--- config.mk ---
export PLATFORM = sky130hd
export DESIGN_NAME = wdrm_top
export DESIGN_NICKNAME = d
export VERILOG_FILES = /design/src/hdl/wdrm_pkg.sv /design/src/hdl/wdrm_prescaler.sv /design/src/hdl/wdrm_top.sv
export VERILOG_INCLUDE_DIRS = /design/src /design/src/hdl
export SDC_FILE = /design/constraint.sdc
export NUM_CORES = 1
export LEC_CHECK = 0
export ABC_AREA = 1
export BUFFER_PORTS_ARGS = -buffer_cell sky130_fd_sc_hd__clkbuf_2
export CORE_ASPECT_RATIO = 1.4
export CORE_MARGIN = 2
export CORE_UTILIZATION = 50
export CTS_CLUSTER_DIAMETER = 200
export DETAILED_ROUTE_END_ITERATION = 7
export PLACE_DENSITY_LB_ADDON = 0.12
export SYNTH_ARGS = -nofsm -noshare
export SYNTH_HDL_FRONTEND = slang
export SYNTH_SLANG_ARGS = --single-unit
export TNS_END_PERCENT = 20
--- constraint.sdc ---
create_clock -name clk -period 6.1 [get_ports clk]
set_clock_uncertainty 0.05 [all_clocks]
set_input_delay 0.305 -clock clk [delete_from_list [all_inputs] [get_ports clk]]
set_output_delay 0.305 -clock clk [all_outputs]
set_load 0.01 [all_outputs]
--- src/hdl/wdrm_defs.svh ---
/*
 Constants of the watchdog and reset monitor: register offset, field positions,
 reset values and timing counts. Assumes a 250 MHz CPU clock on clk.
*/
`ifndef WDRM_DEFS_SVH
`define WDRM_DEFS_SVH

// Register offset in the special function register space
`define WDRM_CTRL_ADDR          16'hFFAE

// Field positions of the control and reset source register
`define WDRM_PRESC_BIT          0
`define WDRM_OVF_FLAG_BIT       1
`define WDRM_SOFT_FLAG_BIT      2
`define WDRM_SHORT_FLAG_BIT     3
`define WDRM_LONG_FLAG_BIT      4
`define WDRM_PWR_FLAG_BIT       5
`define WDRM_RELOAD_LSB         8
`define WDRM_RELOAD_MSB         15

// Reset values
`define WDRM_RELOAD_RST         8'h00
`define WDRM_PRESC_RST          1'b0
`define WDRM_FLAGS_RST          5'h00
`define WDRM_COUNT_RST          16'h0000

// Prescale ratios, in CPU clocks per timer step
`define WDRM_DIV_FAST           8'h02
`define WDRM_DIV_SLOW           8'h80

// Reset pin timing, in CPU clocks (one CPU clock is two TCL)
`define WDRM_PIN_MIN_CYC        10'h002
`define WDRM_PIN_LONG_CYC       10'h208
`define WDRM_SEQ_CYC            10'h200

`endif

--- src/hdl/wdrm_pkg.sv ---
/*
 Types of the watchdog and reset monitor: bus request, instruction strobes,
 sequencer states and reset sources. Its encodings are written out here, not taken from wdrm_defs.svh.
*/
package wdrm_pkg;

    typedef struct packed {
        logic        rd;
        logic        wr;
        logic [15:0] addr;
        logic [1:0]  byteEn;
        logic [15:0] wrData;
    } wdrm_sfr_req_t;

    typedef struct packed {
        logic serviceTimerInstr;
        logic endOfInit;
        logic softResetInstr;
        logic disableInstr;
    } wdrm_instr_t;

    typedef enum logic [3:0] {
        ST_RUN    = 4'b0001,
        ST_PIN    = 4'b0010,
        ST_SEQ    = 4'b0100,
        ST_EXTEND = 4'b1000
    } wdrm_state_t;

    typedef enum logic [2:0] {
        SRC_NONE  = 3'h0,
        SRC_POWER = 3'h1,
        SRC_LONG  = 3'h2,
        SRC_SHORT = 3'h3,
        SRC_SOFT  = 3'h4,
        SRC_WDOG  = 3'h5
    } wdrm_src_t;

endpackage : wdrm_pkg

--- src/hdl/wdrm_prescaler.sv ---
/*
 Prescaler of the watchdog timer: one step pulse every 2 or 128 CPU clocks.
 Assumes the caller restarts it on each service so the period is exact.
*/
`timescale 1ns/1ps
`include "wdrm_defs.svh"

module wdrm_prescaler
    import wdrm_pkg::*;
(
    // Clock and reset
    input  wire logic clk,
    input  wire logic reset,
    // Control
    input  wire logic run,
    input  wire logic restart,
    input  wire logic slowSel,
    // Step output
    output logic      stepPulse
);

    logic [6:0] divCount_r;
    logic [6:0] divLast;

    assign divLast   = 7'((slowSel ? `WDRM_DIV_SLOW : `WDRM_DIV_FAST) - 8'h01);
    assign stepPulse = run && !restart && (divCount_r == divLast);

    always_ff @(posedge clk) begin
        if (reset || restart || !run) begin
            divCount_r <= 7'h00;
        end else if (divCount_r >= divLast) begin
            divCount_r <= 7'h00;
        end else begin
            divCount_r <= divCount_r + 7'h01;
        end
    end

endmodule : wdrm_prescaler

--- src/hdl/wdrm_top.sv ---
/*
 Watchdog timer with reset source indication and reset pin sequencer.
 Assumes the CPU core raises one-cycle instruction strobes, the register port is
 a simple synchronous strobe port, and all pins are synchronous to clk.
*/
// What this block does
// - After every chip reset the watchdog runs, and a disable request counts only before end of initialisation.
// - An unserviced overflow starts an internal reset and drives the reset output pin low.
// - The timer steps at the CPU clock divided by 2, or by 128 when prescale select is set.
// - The counter is 16 bits and each service reloads its upper byte with the reload byte.
// - The timeout is 512 CPU clocks, times 64 on the slow prescale, times 256 minus the reload byte.
// - The overflow flag is set by an overflow with bidirectional reset off, and cleared by a pin reset or a service.
// - The soft reset flag is set by the soft reset instruction and cleared by end of initialisation.
// - The short and long pin flags are set by reset pin pulses by class and cleared by end of initialisation.
// - The power up flag is set through the reset pin only with power up detected, cleared by end of initialisation.
// - Register writes never change a reset indication flag.
// - Several flags may be set together and end of initialisation clears them all.
// - Each reset source raises its own documented set of flags.
// - With bidirectional reset on and the pin still low after the sequence, the reset becomes a long one.
`timescale 1ns/1ps
`include "wdrm_defs.svh"

module wdrm_top
    import wdrm_pkg::*;
(
    // Clock and reset
    input  wire logic          clk,
    input  wire logic          reset,
    // Register port
    input  wire wdrm_sfr_req_t sfrReq,
    output logic [15:0]        sfrRdData,
    // Instruction strobes from the core
    input  wire wdrm_instr_t   instr,
    // Reset input pin, two-way for the bidirectional function
    input  wire logic          resetInPin_n,
    output logic               resetInPinOut,
    output logic               resetInPinOe,
    // System configuration inputs
    input  wire logic          bidirResetEn,
    input  wire logic          powerUpDetect,
    // Reset outputs
    output logic               resetOutPin_n,
    output logic               chipReset,
    // Status
    output logic [15:0]        timerCount,
    output logic               timerRunning
);

    wdrm_state_t state_r;
    wdrm_state_t state_nxt;
    wdrm_src_t   src_r;
    wdrm_src_t   src_nxt;
    logic [9:0]  seqCount_r;
    logic [7:0]  reloadHighByte_r;
    logic        inputPrescaleSelect_r;
    logic [4:0]  flags_r;
    logic [15:0] count_r;
    logic        endOfInitDone_r;
    logic        disabled_r;
    logic        stepPulse;
    logic        overflow;
    logic        running;
    logic        serviceNow;
    logic        ctrlWrite;
    logic        seqDone;
    logic        pinLow;
    logic [4:0]  setMask;
    logic [4:0]  clrMask;
    logic        applyFlags;
    logic        resetInPinOut_r;
    logic        resetInPinOe_r;
    logic        resetOutPin_n_r;
    logic        chipReset_r;
    logic [15:0] sfrRdData_r;

    assign pinLow     = !resetInPin_n;
    assign running    = (state_r == ST_RUN) && !disabled_r;
    assign serviceNow = (state_r == ST_RUN) && instr.serviceTimerInstr;
    assign ctrlWrite  = sfrReq.wr && (sfrReq.addr == `WDRM_CTRL_ADDR) && (state_r == ST_RUN);
    assign seqDone    = (seqCount_r == `WDRM_SEQ_CYC - 10'h001);
    assign overflow   = running && stepPulse && (count_r == 16'hFFFF);

    wdrm_prescaler u_prescaler (
        .clk       (clk),
        .reset     (reset),
        .run       (running),
        .restart   (serviceNow),
        .slowSel   (inputPrescaleSelect_r),
        .stepPulse (stepPulse)
    );

    // Control fields; flags are not writable here
    always_ff @(posedge clk) begin
        if (reset || state_r != ST_RUN) begin
            reloadHighByte_r      <= `WDRM_RELOAD_RST;
            inputPrescaleSelect_r <= `WDRM_PRESC_RST;
        end else if (ctrlWrite) begin
            if (sfrReq.byteEn[1]) begin
                reloadHighByte_r <= sfrReq.wrData[`WDRM_RELOAD_MSB:`WDRM_RELOAD_LSB];
            end
            if (sfrReq.byteEn[0]) begin
                inputPrescaleSelect_r <= sfrReq.wrData[`WDRM_PRESC_BIT];
            end
        end
    end

    // Initialisation window and disable request
    always_ff @(posedge clk) begin
        if (reset || state_r != ST_RUN) begin
            endOfInitDone_r <= 1'b0;
            disabled_r      <= 1'b0;
        end else begin
            if (instr.endOfInit) begin
                endOfInitDone_r <= 1'b1;
            end
            // A disable in the same cycle as end of init still lands before it
            if (instr.disableInstr && !endOfInitDone_r) begin
                disabled_r <= 1'b1;
            end
        end
    end

    // Timer counter; the low byte restarts at zero so the period is exact
    always_ff @(posedge clk) begin
        if (reset || state_r != ST_RUN) begin
            count_r <= `WDRM_COUNT_RST;
        end else if (serviceNow) begin
            count_r <= {reloadHighByte_r, 8'h00};
        end else if (running && stepPulse) begin
            count_r <= count_r + 16'h0001;
        end
    end

    // Reset sequencer
    always_comb begin
        state_nxt = state_r;
        src_nxt   = src_r;
        case (state_r)
            ST_RUN: begin
                if (pinLow) begin
                    state_nxt = ST_PIN;
                    src_nxt   = SRC_NONE;
                end else if (overflow) begin
                    state_nxt = ST_SEQ;
                    src_nxt   = SRC_WDOG;
                end else if (instr.softResetInstr) begin
                    state_nxt = ST_SEQ;
                    src_nxt   = SRC_SOFT;
                end
            end
            ST_PIN: begin
                if (!pinLow) begin
                    if (seqCount_r >= `WDRM_PIN_LONG_CYC) begin
                        state_nxt = ST_RUN;
                        src_nxt   = powerUpDetect ? SRC_POWER : SRC_LONG;
                    end else if (seqCount_r >= `WDRM_PIN_MIN_CYC) begin
                        state_nxt = ST_SEQ;
                        src_nxt   = SRC_SHORT;
                    end else begin
                        // Glitch too short to be a reset
                        state_nxt = ST_RUN;
                        src_nxt   = SRC_NONE;
                    end
                end
            end
            ST_SEQ: begin
                if (seqDone) begin
                    if (bidirResetEn && pinLow) begin
                        state_nxt = ST_EXTEND;
                        src_nxt   = SRC_LONG;
                    end else begin
                        state_nxt = ST_RUN;
                    end
                end
            end
            ST_EXTEND: begin
                if (!pinLow) begin
                    state_nxt = ST_RUN;
                end
            end
            default: begin
                state_nxt = ST_RUN;
                src_nxt   = SRC_NONE;
            end
        endcase
    end

    always_ff @(posedge clk) begin
        if (reset) begin
            state_r <= ST_RUN;
            src_r   <= SRC_NONE;
        end else begin
            state_r <= state_nxt;
            src_r   <= src_nxt;
        end
    end

    // Pulse width and internal sequence counter
    always_ff @(posedge clk) begin
        if (reset || state_nxt != state_r) begin
            seqCount_r <= 10'h000;
        end else if (seqCount_r != 10'h3FF) begin
            seqCount_r <= seqCount_r + 10'h001;
        end
    end

    // Flags are applied when the reset sequence ends and the chip resumes
    assign applyFlags = (state_r != ST_RUN) && (state_nxt == ST_RUN);

    always_comb begin
        setMask = 5'h00;
        clrMask = 5'h00;
        if (applyFlags) begin
            case (src_nxt)
                SRC_POWER: setMask = 5'b11110;
                SRC_LONG:  setMask = 5'b01110;
                SRC_SHORT: setMask = 5'b00110;
                SRC_SOFT:  setMask = 5'b00010;
                SRC_WDOG:  setMask = 5'b00011;
                default:   setMask = 5'h00;
            endcase
            if (src_nxt == SRC_POWER || src_nxt == SRC_LONG || src_nxt == SRC_SHORT) begin
                clrMask[`WDRM_OVF_FLAG_BIT - 1] = 1'b1;
            end
        end
        if (state_r == ST_RUN && instr.endOfInit) begin
            clrMask = 5'h1F;
        end
        if (serviceNow) begin
            clrMask[`WDRM_OVF_FLAG_BIT - 1] = 1'b1;
        end
    end

    // Bit 0 overflow, 1 soft, 2 short, 3 long, 4 power; a set beats a clear
    always_ff @(posedge clk) begin
        if (reset) begin
            flags_r <= `WDRM_FLAGS_RST;
        end else begin
            flags_r <= (flags_r & ~clrMask) | setMask;
        end
    end

    // Pins and reset outputs
    always_ff @(posedge clk) begin
        if (reset) begin
            resetOutPin_n_r <= 1'b1;
            chipReset_r     <= 1'b0;
            resetInPinOut_r <= 1'b0;
            resetInPinOe_r  <= 1'b0;
        end else begin
            resetOutPin_n_r <= (state_nxt == ST_RUN);
            chipReset_r     <= (state_nxt != ST_RUN);
            resetInPinOut_r <= 1'b0;
            // Pull-down for the whole internal sequence, still on when the pin is sampled at its end
            resetInPinOe_r  <= bidirResetEn && (state_nxt == ST_SEQ) && !(state_r == ST_SEQ && seqDone);
        end
    end

    // Register read
    always_ff @(posedge clk) begin
        if (reset) begin
            sfrRdData_r <= 16'h0000;
        end else if (sfrReq.rd && sfrReq.addr == `WDRM_CTRL_ADDR) begin
            sfrRdData_r <= {reloadHighByte_r, 2'b00, flags_r, inputPrescaleSelect_r};
        end else begin
            sfrRdData_r <= 16'h0000;
        end
    end

    // Status outputs, registered
    logic [15:0] timerCount_r;
    logic        timerRunning_r;

    always_ff @(posedge clk) begin
        if (reset) begin
            timerCount_r   <= 16'h0000;
            timerRunning_r <= 1'b0;
        end else begin
            timerCount_r   <= count_r;
            timerRunning_r <= running;
        end
    end

    assign sfrRdData     = sfrRdData_r;
    assign resetOutPin_n = resetOutPin_n_r;
    assign chipReset     = chipReset_r;
    assign resetInPinOut = resetInPinOut_r;
    assign resetInPinOe  = resetInPinOe_r;
    assign timerCount    = timerCount_r;
    assign timerRunning  = timerRunning_r;

endmodule : wdrm_top
==> results_dict.tcl <==
set metrics [dict create \
    run_status "completed" \
    portBuffers 71 \
    report.final.setup_viol 0 \
    pwr_density_cell_nw_per_um2 246 \
    timing.rr.start "inputPrescaleSelect_r$_SDFFE_PP0P_" \
    tritoncts "yes" \
    route.antenna.remaining_nets 0 \
    synth_top_area_cell "dfxtp_1" \
    fin_setup_tns_ps 0 \
    depth_of_the_worst_register_to_register_path 12 \
    hold_viol_final 0 \
    antenna_found_initial 0 \
    chipHeight_um 110 \
    max_slew.worst_pin.slew_ps 649 \
    floorplan.initialDensity_pct 51.8 \
    grt_start_max_net_pins 29 \
    skew_pair_late_insertion_delay_ps 370 \
    worst_hold_path_type "input port to flop" \
    netlist_top_cells_count "nor2_1, nand2_1, dfxtp_1, inv_1, nand3_1" \
    totalWireLength_um 9060 \
    placedInstanceArea_um2 4480 \
    rr_endpoint "seqCount_r[8]$_SDFFE_PP0P_" \
    cts_sinks 90 \
    crit_arrival_ps 2920 \
    worst_setup_path_end_kind "flop" \
    asyncSetResetFlopFracSynth_pct 0 \
    max_cap_violations 0 \
    crit_slowest_cell "nor2_2" \
    finalWorstPathRequiredPeriod_ps 2670 \
    slowest_delay_ps 520 \
    critical_path_data_required_time_ps 6350 \
    final_layout_size_suffix_gt1_share_pct 16.8 \
    hold_path_depth 3 \
    critical_path.most_common_cell "nand2_1" \
    layout.cells.non_filler 736 \
    design.final.nets 687 \
    slew-limit-headroom_pct 56.7 \
    first_global_vias 3582 \
    drt_drc_violations_left 0 \
    place_congestion 0.918 \
    die_w_um 80.0 \
    post-route-period-util_pct 43.8 \
    grt_use_total_pct 22.1 \
    place_hpwl_um 6970 \
    holdBufCountCts 0 \
    detail_route.iter0.violations 93 \
    postCtsResizedCells 0 \
    synth-main-ff-cell "dfxtp_1" \
    synth-seq-area-share_pct 44.6 \
    grt_overflow 0 \
    detailedRoute.firstPassIterationCount 4 \
    placedCellCount 721 \
    cts-buffers-inserted 9 \
    synth-edff-count 0 \
    critical_path.startpoint_type "flop" \
    synthCells 559 \
    postSynthAreaPerCell_um2 7.23 \
    worst_hold_endpoint "resetInPinOe$_SDFF_PP0_" \
    mappedNetlistArea_um2 4040 \
    detail_route.vias_per_cell 5.05 \
    fp.dieArea_um2 8830 \
    worst-setup-path-type "flop to flop" \
    synth.yosys.warnings 0 \
    count_of_state_elements_after_synthesis 90 \
    fmax_mhz 375 \
    placeableCoreArea_um2 7800 \
    most_frequent_cell_after_synthesis "nor2_1" \
    timing.critical_path.from "inputPrescaleSelect_r$_SDFFE_PP0P_" \
    post_drt_wl_per_cell_um 12.3 \
    holdCritStartpoint "bidirResetEn" \
    vdd.ir_drop.worst_uv 134 \
    synth.distinct_cells 35 \
    synth_top_area_share_pct 44.6 \
    timing.critical_path.cells "inv_1 -> ha_1 -> inv_1 -> nor2_1 -> nand2_1 -> nor2_2 -> nand3_1 -> nand2_1 -> nand2_1 -> nand4_1 -> nand4_4 -> nor2_1" \
    timing.final.max_slew_violations 0 \
    setup.reg_to_reg.worst_slack_ps 3430 \
    ios 82 \
    path_clk_slew_ps 90 \
    max-clock-path-buffers 2 \
    antenna_cells 0 \
    stdcell_area_um2 4680 \
    syn2layout_area_growth_pct 15.8 \
    via_count_of_the_routed_design 3715 \
    leakagePower_uw 0.00205 \
    cts.repair_timing.setup_buffer_count 0 \
    netlist_top_cells_area "dfxtp_1, nor2_1, nand2_1" \
    htreeDepth 3 \
    cts_root_buf "clkbuf_8" \
    grt_first_pass_wirelength_um 15200 \
    floorplan.rows 38 \
    grt_setup_unrepaired "false" \
    crit_path_max_fanout 15 \
]
[worst max-delay path: cells and delay by family, from the launching register on]
family / cells / cell delay (ps)
adder cells (fa/ha/maj): 1 / 350
flip-flops: 1 / 320
buffers and inverters: 2 / 190
AND/OR/NAND/NOR: 9 / 1690
[cell usage in the layout (no fill, tap or decap), drive strengths merged]
cell type and count:
o221ai 1, nor2 106, nand2 98, a31oi 5, a221oi 1, a22oi 1, conb 3, o21ai 23
dfxtp 90, clkbuf 83, inv 89, nor3 14, nand3 42, o211ai 2, a211oi 2, xnor2 1
a21oi 29, ha 10, nand4 16, or2 3, xor2 9, o22ai 3, bufinv 1, clkinv 2
nor4 2
[metrics by stage]
step                utilization (%)  total power, uW  hold slack (ps)  setup WS [ps]
finish                         60.0             1150              112           3430
global route                   60.0             1200              115           3130
CTS                            60.0             1160              110           3410
detailed placement             57.4              750              368           3470
global placement               57.4              748              368           3540
floorplan                         -              710              358           4170
[per-layer routing]
metal	global-route usage (%)	routed length (um)	part of all wire (%)
met1	22.6	3610	40
met2	43.2	4980	55
met3	3.75	321	3.5
met4	9.69	147	1.6
met5	0	0	0
[kinds of logic (layout without fill, tap and decap cells)]
logic type	count (synthesis)	in the layout	share of synthesized area, %
flip-flops	90	90	44.6
AO/OA/AOI/OAI	67	67	9.13
other	1	3	0.0928
XOR/XNOR	10	10	2.17
adder cells (fa/ha/maj)	10	10	3.10
buffers and inverters	100	175	9.56
AND/OR/NAND/NOR	281	281	31.4
[power breakdown]
| group | switching (uW) | internal (uW) |
|---|---|---|
| clock | 205 | 212 |
| combinational | 89.2 | 39.8 |
| sequential | 8.03 | 599 |
| total | 303 | 851 |
[worst max-delay path by stage]
| stage | end | slack [ps] | cells past startpoint |
|---|---|---|---|
| floorplan | flags_r[1]$_SDFF_PP0_ | 4170 | 15 |
| global placement | flags_r[1]$_SDFF_PP0_ | 3540 | 15 |
| detailed placement | seqCount_r[4]$_SDFFE_PP0P_ | 3470 | 12 |
| CTS | seqCount_r[8]$_SDFFE_PP0P_ | 3410 | 12 |
| global route | seqCount_r[1]$_SDFFE_PP0P_ | 3130 | 12 |
| finish | seqCount_r[8]$_SDFFE_PP0P_ | 3430 | 12 |
[sequential cells by signal, indices dropped and copies added, names as in the netlist]
register / flops
resetInPinOe: 1
reloadHighByte_r: 8
timerRunning: 1
inputPrescaleSelect_r: 1
src_r: 3
chipReset: 1
u_prescaler.divCount_r: 7
flags_r: 5
disabled_r: 1
resetOutPin_n: 1
sfrRdData: 14
count_r: 16
endOfInitDone_r: 1
state_r: 4
timerCount: 16
seqCount_r: 10
[final cells by class]
cell class | count | area (um2)
Clock buffer | 12 | 155
Clock inverter | 3 | 47.5
Fill cell | 749 | 3120
Inverter | 89 | 334
Multi-Input combinational cell | 371 | 1860
Sequential cell | 90 | 1800
Tap cell | 100 | 125
Timing Repair Buffer | 71 | 355
(Power assumes the default switching activity.)
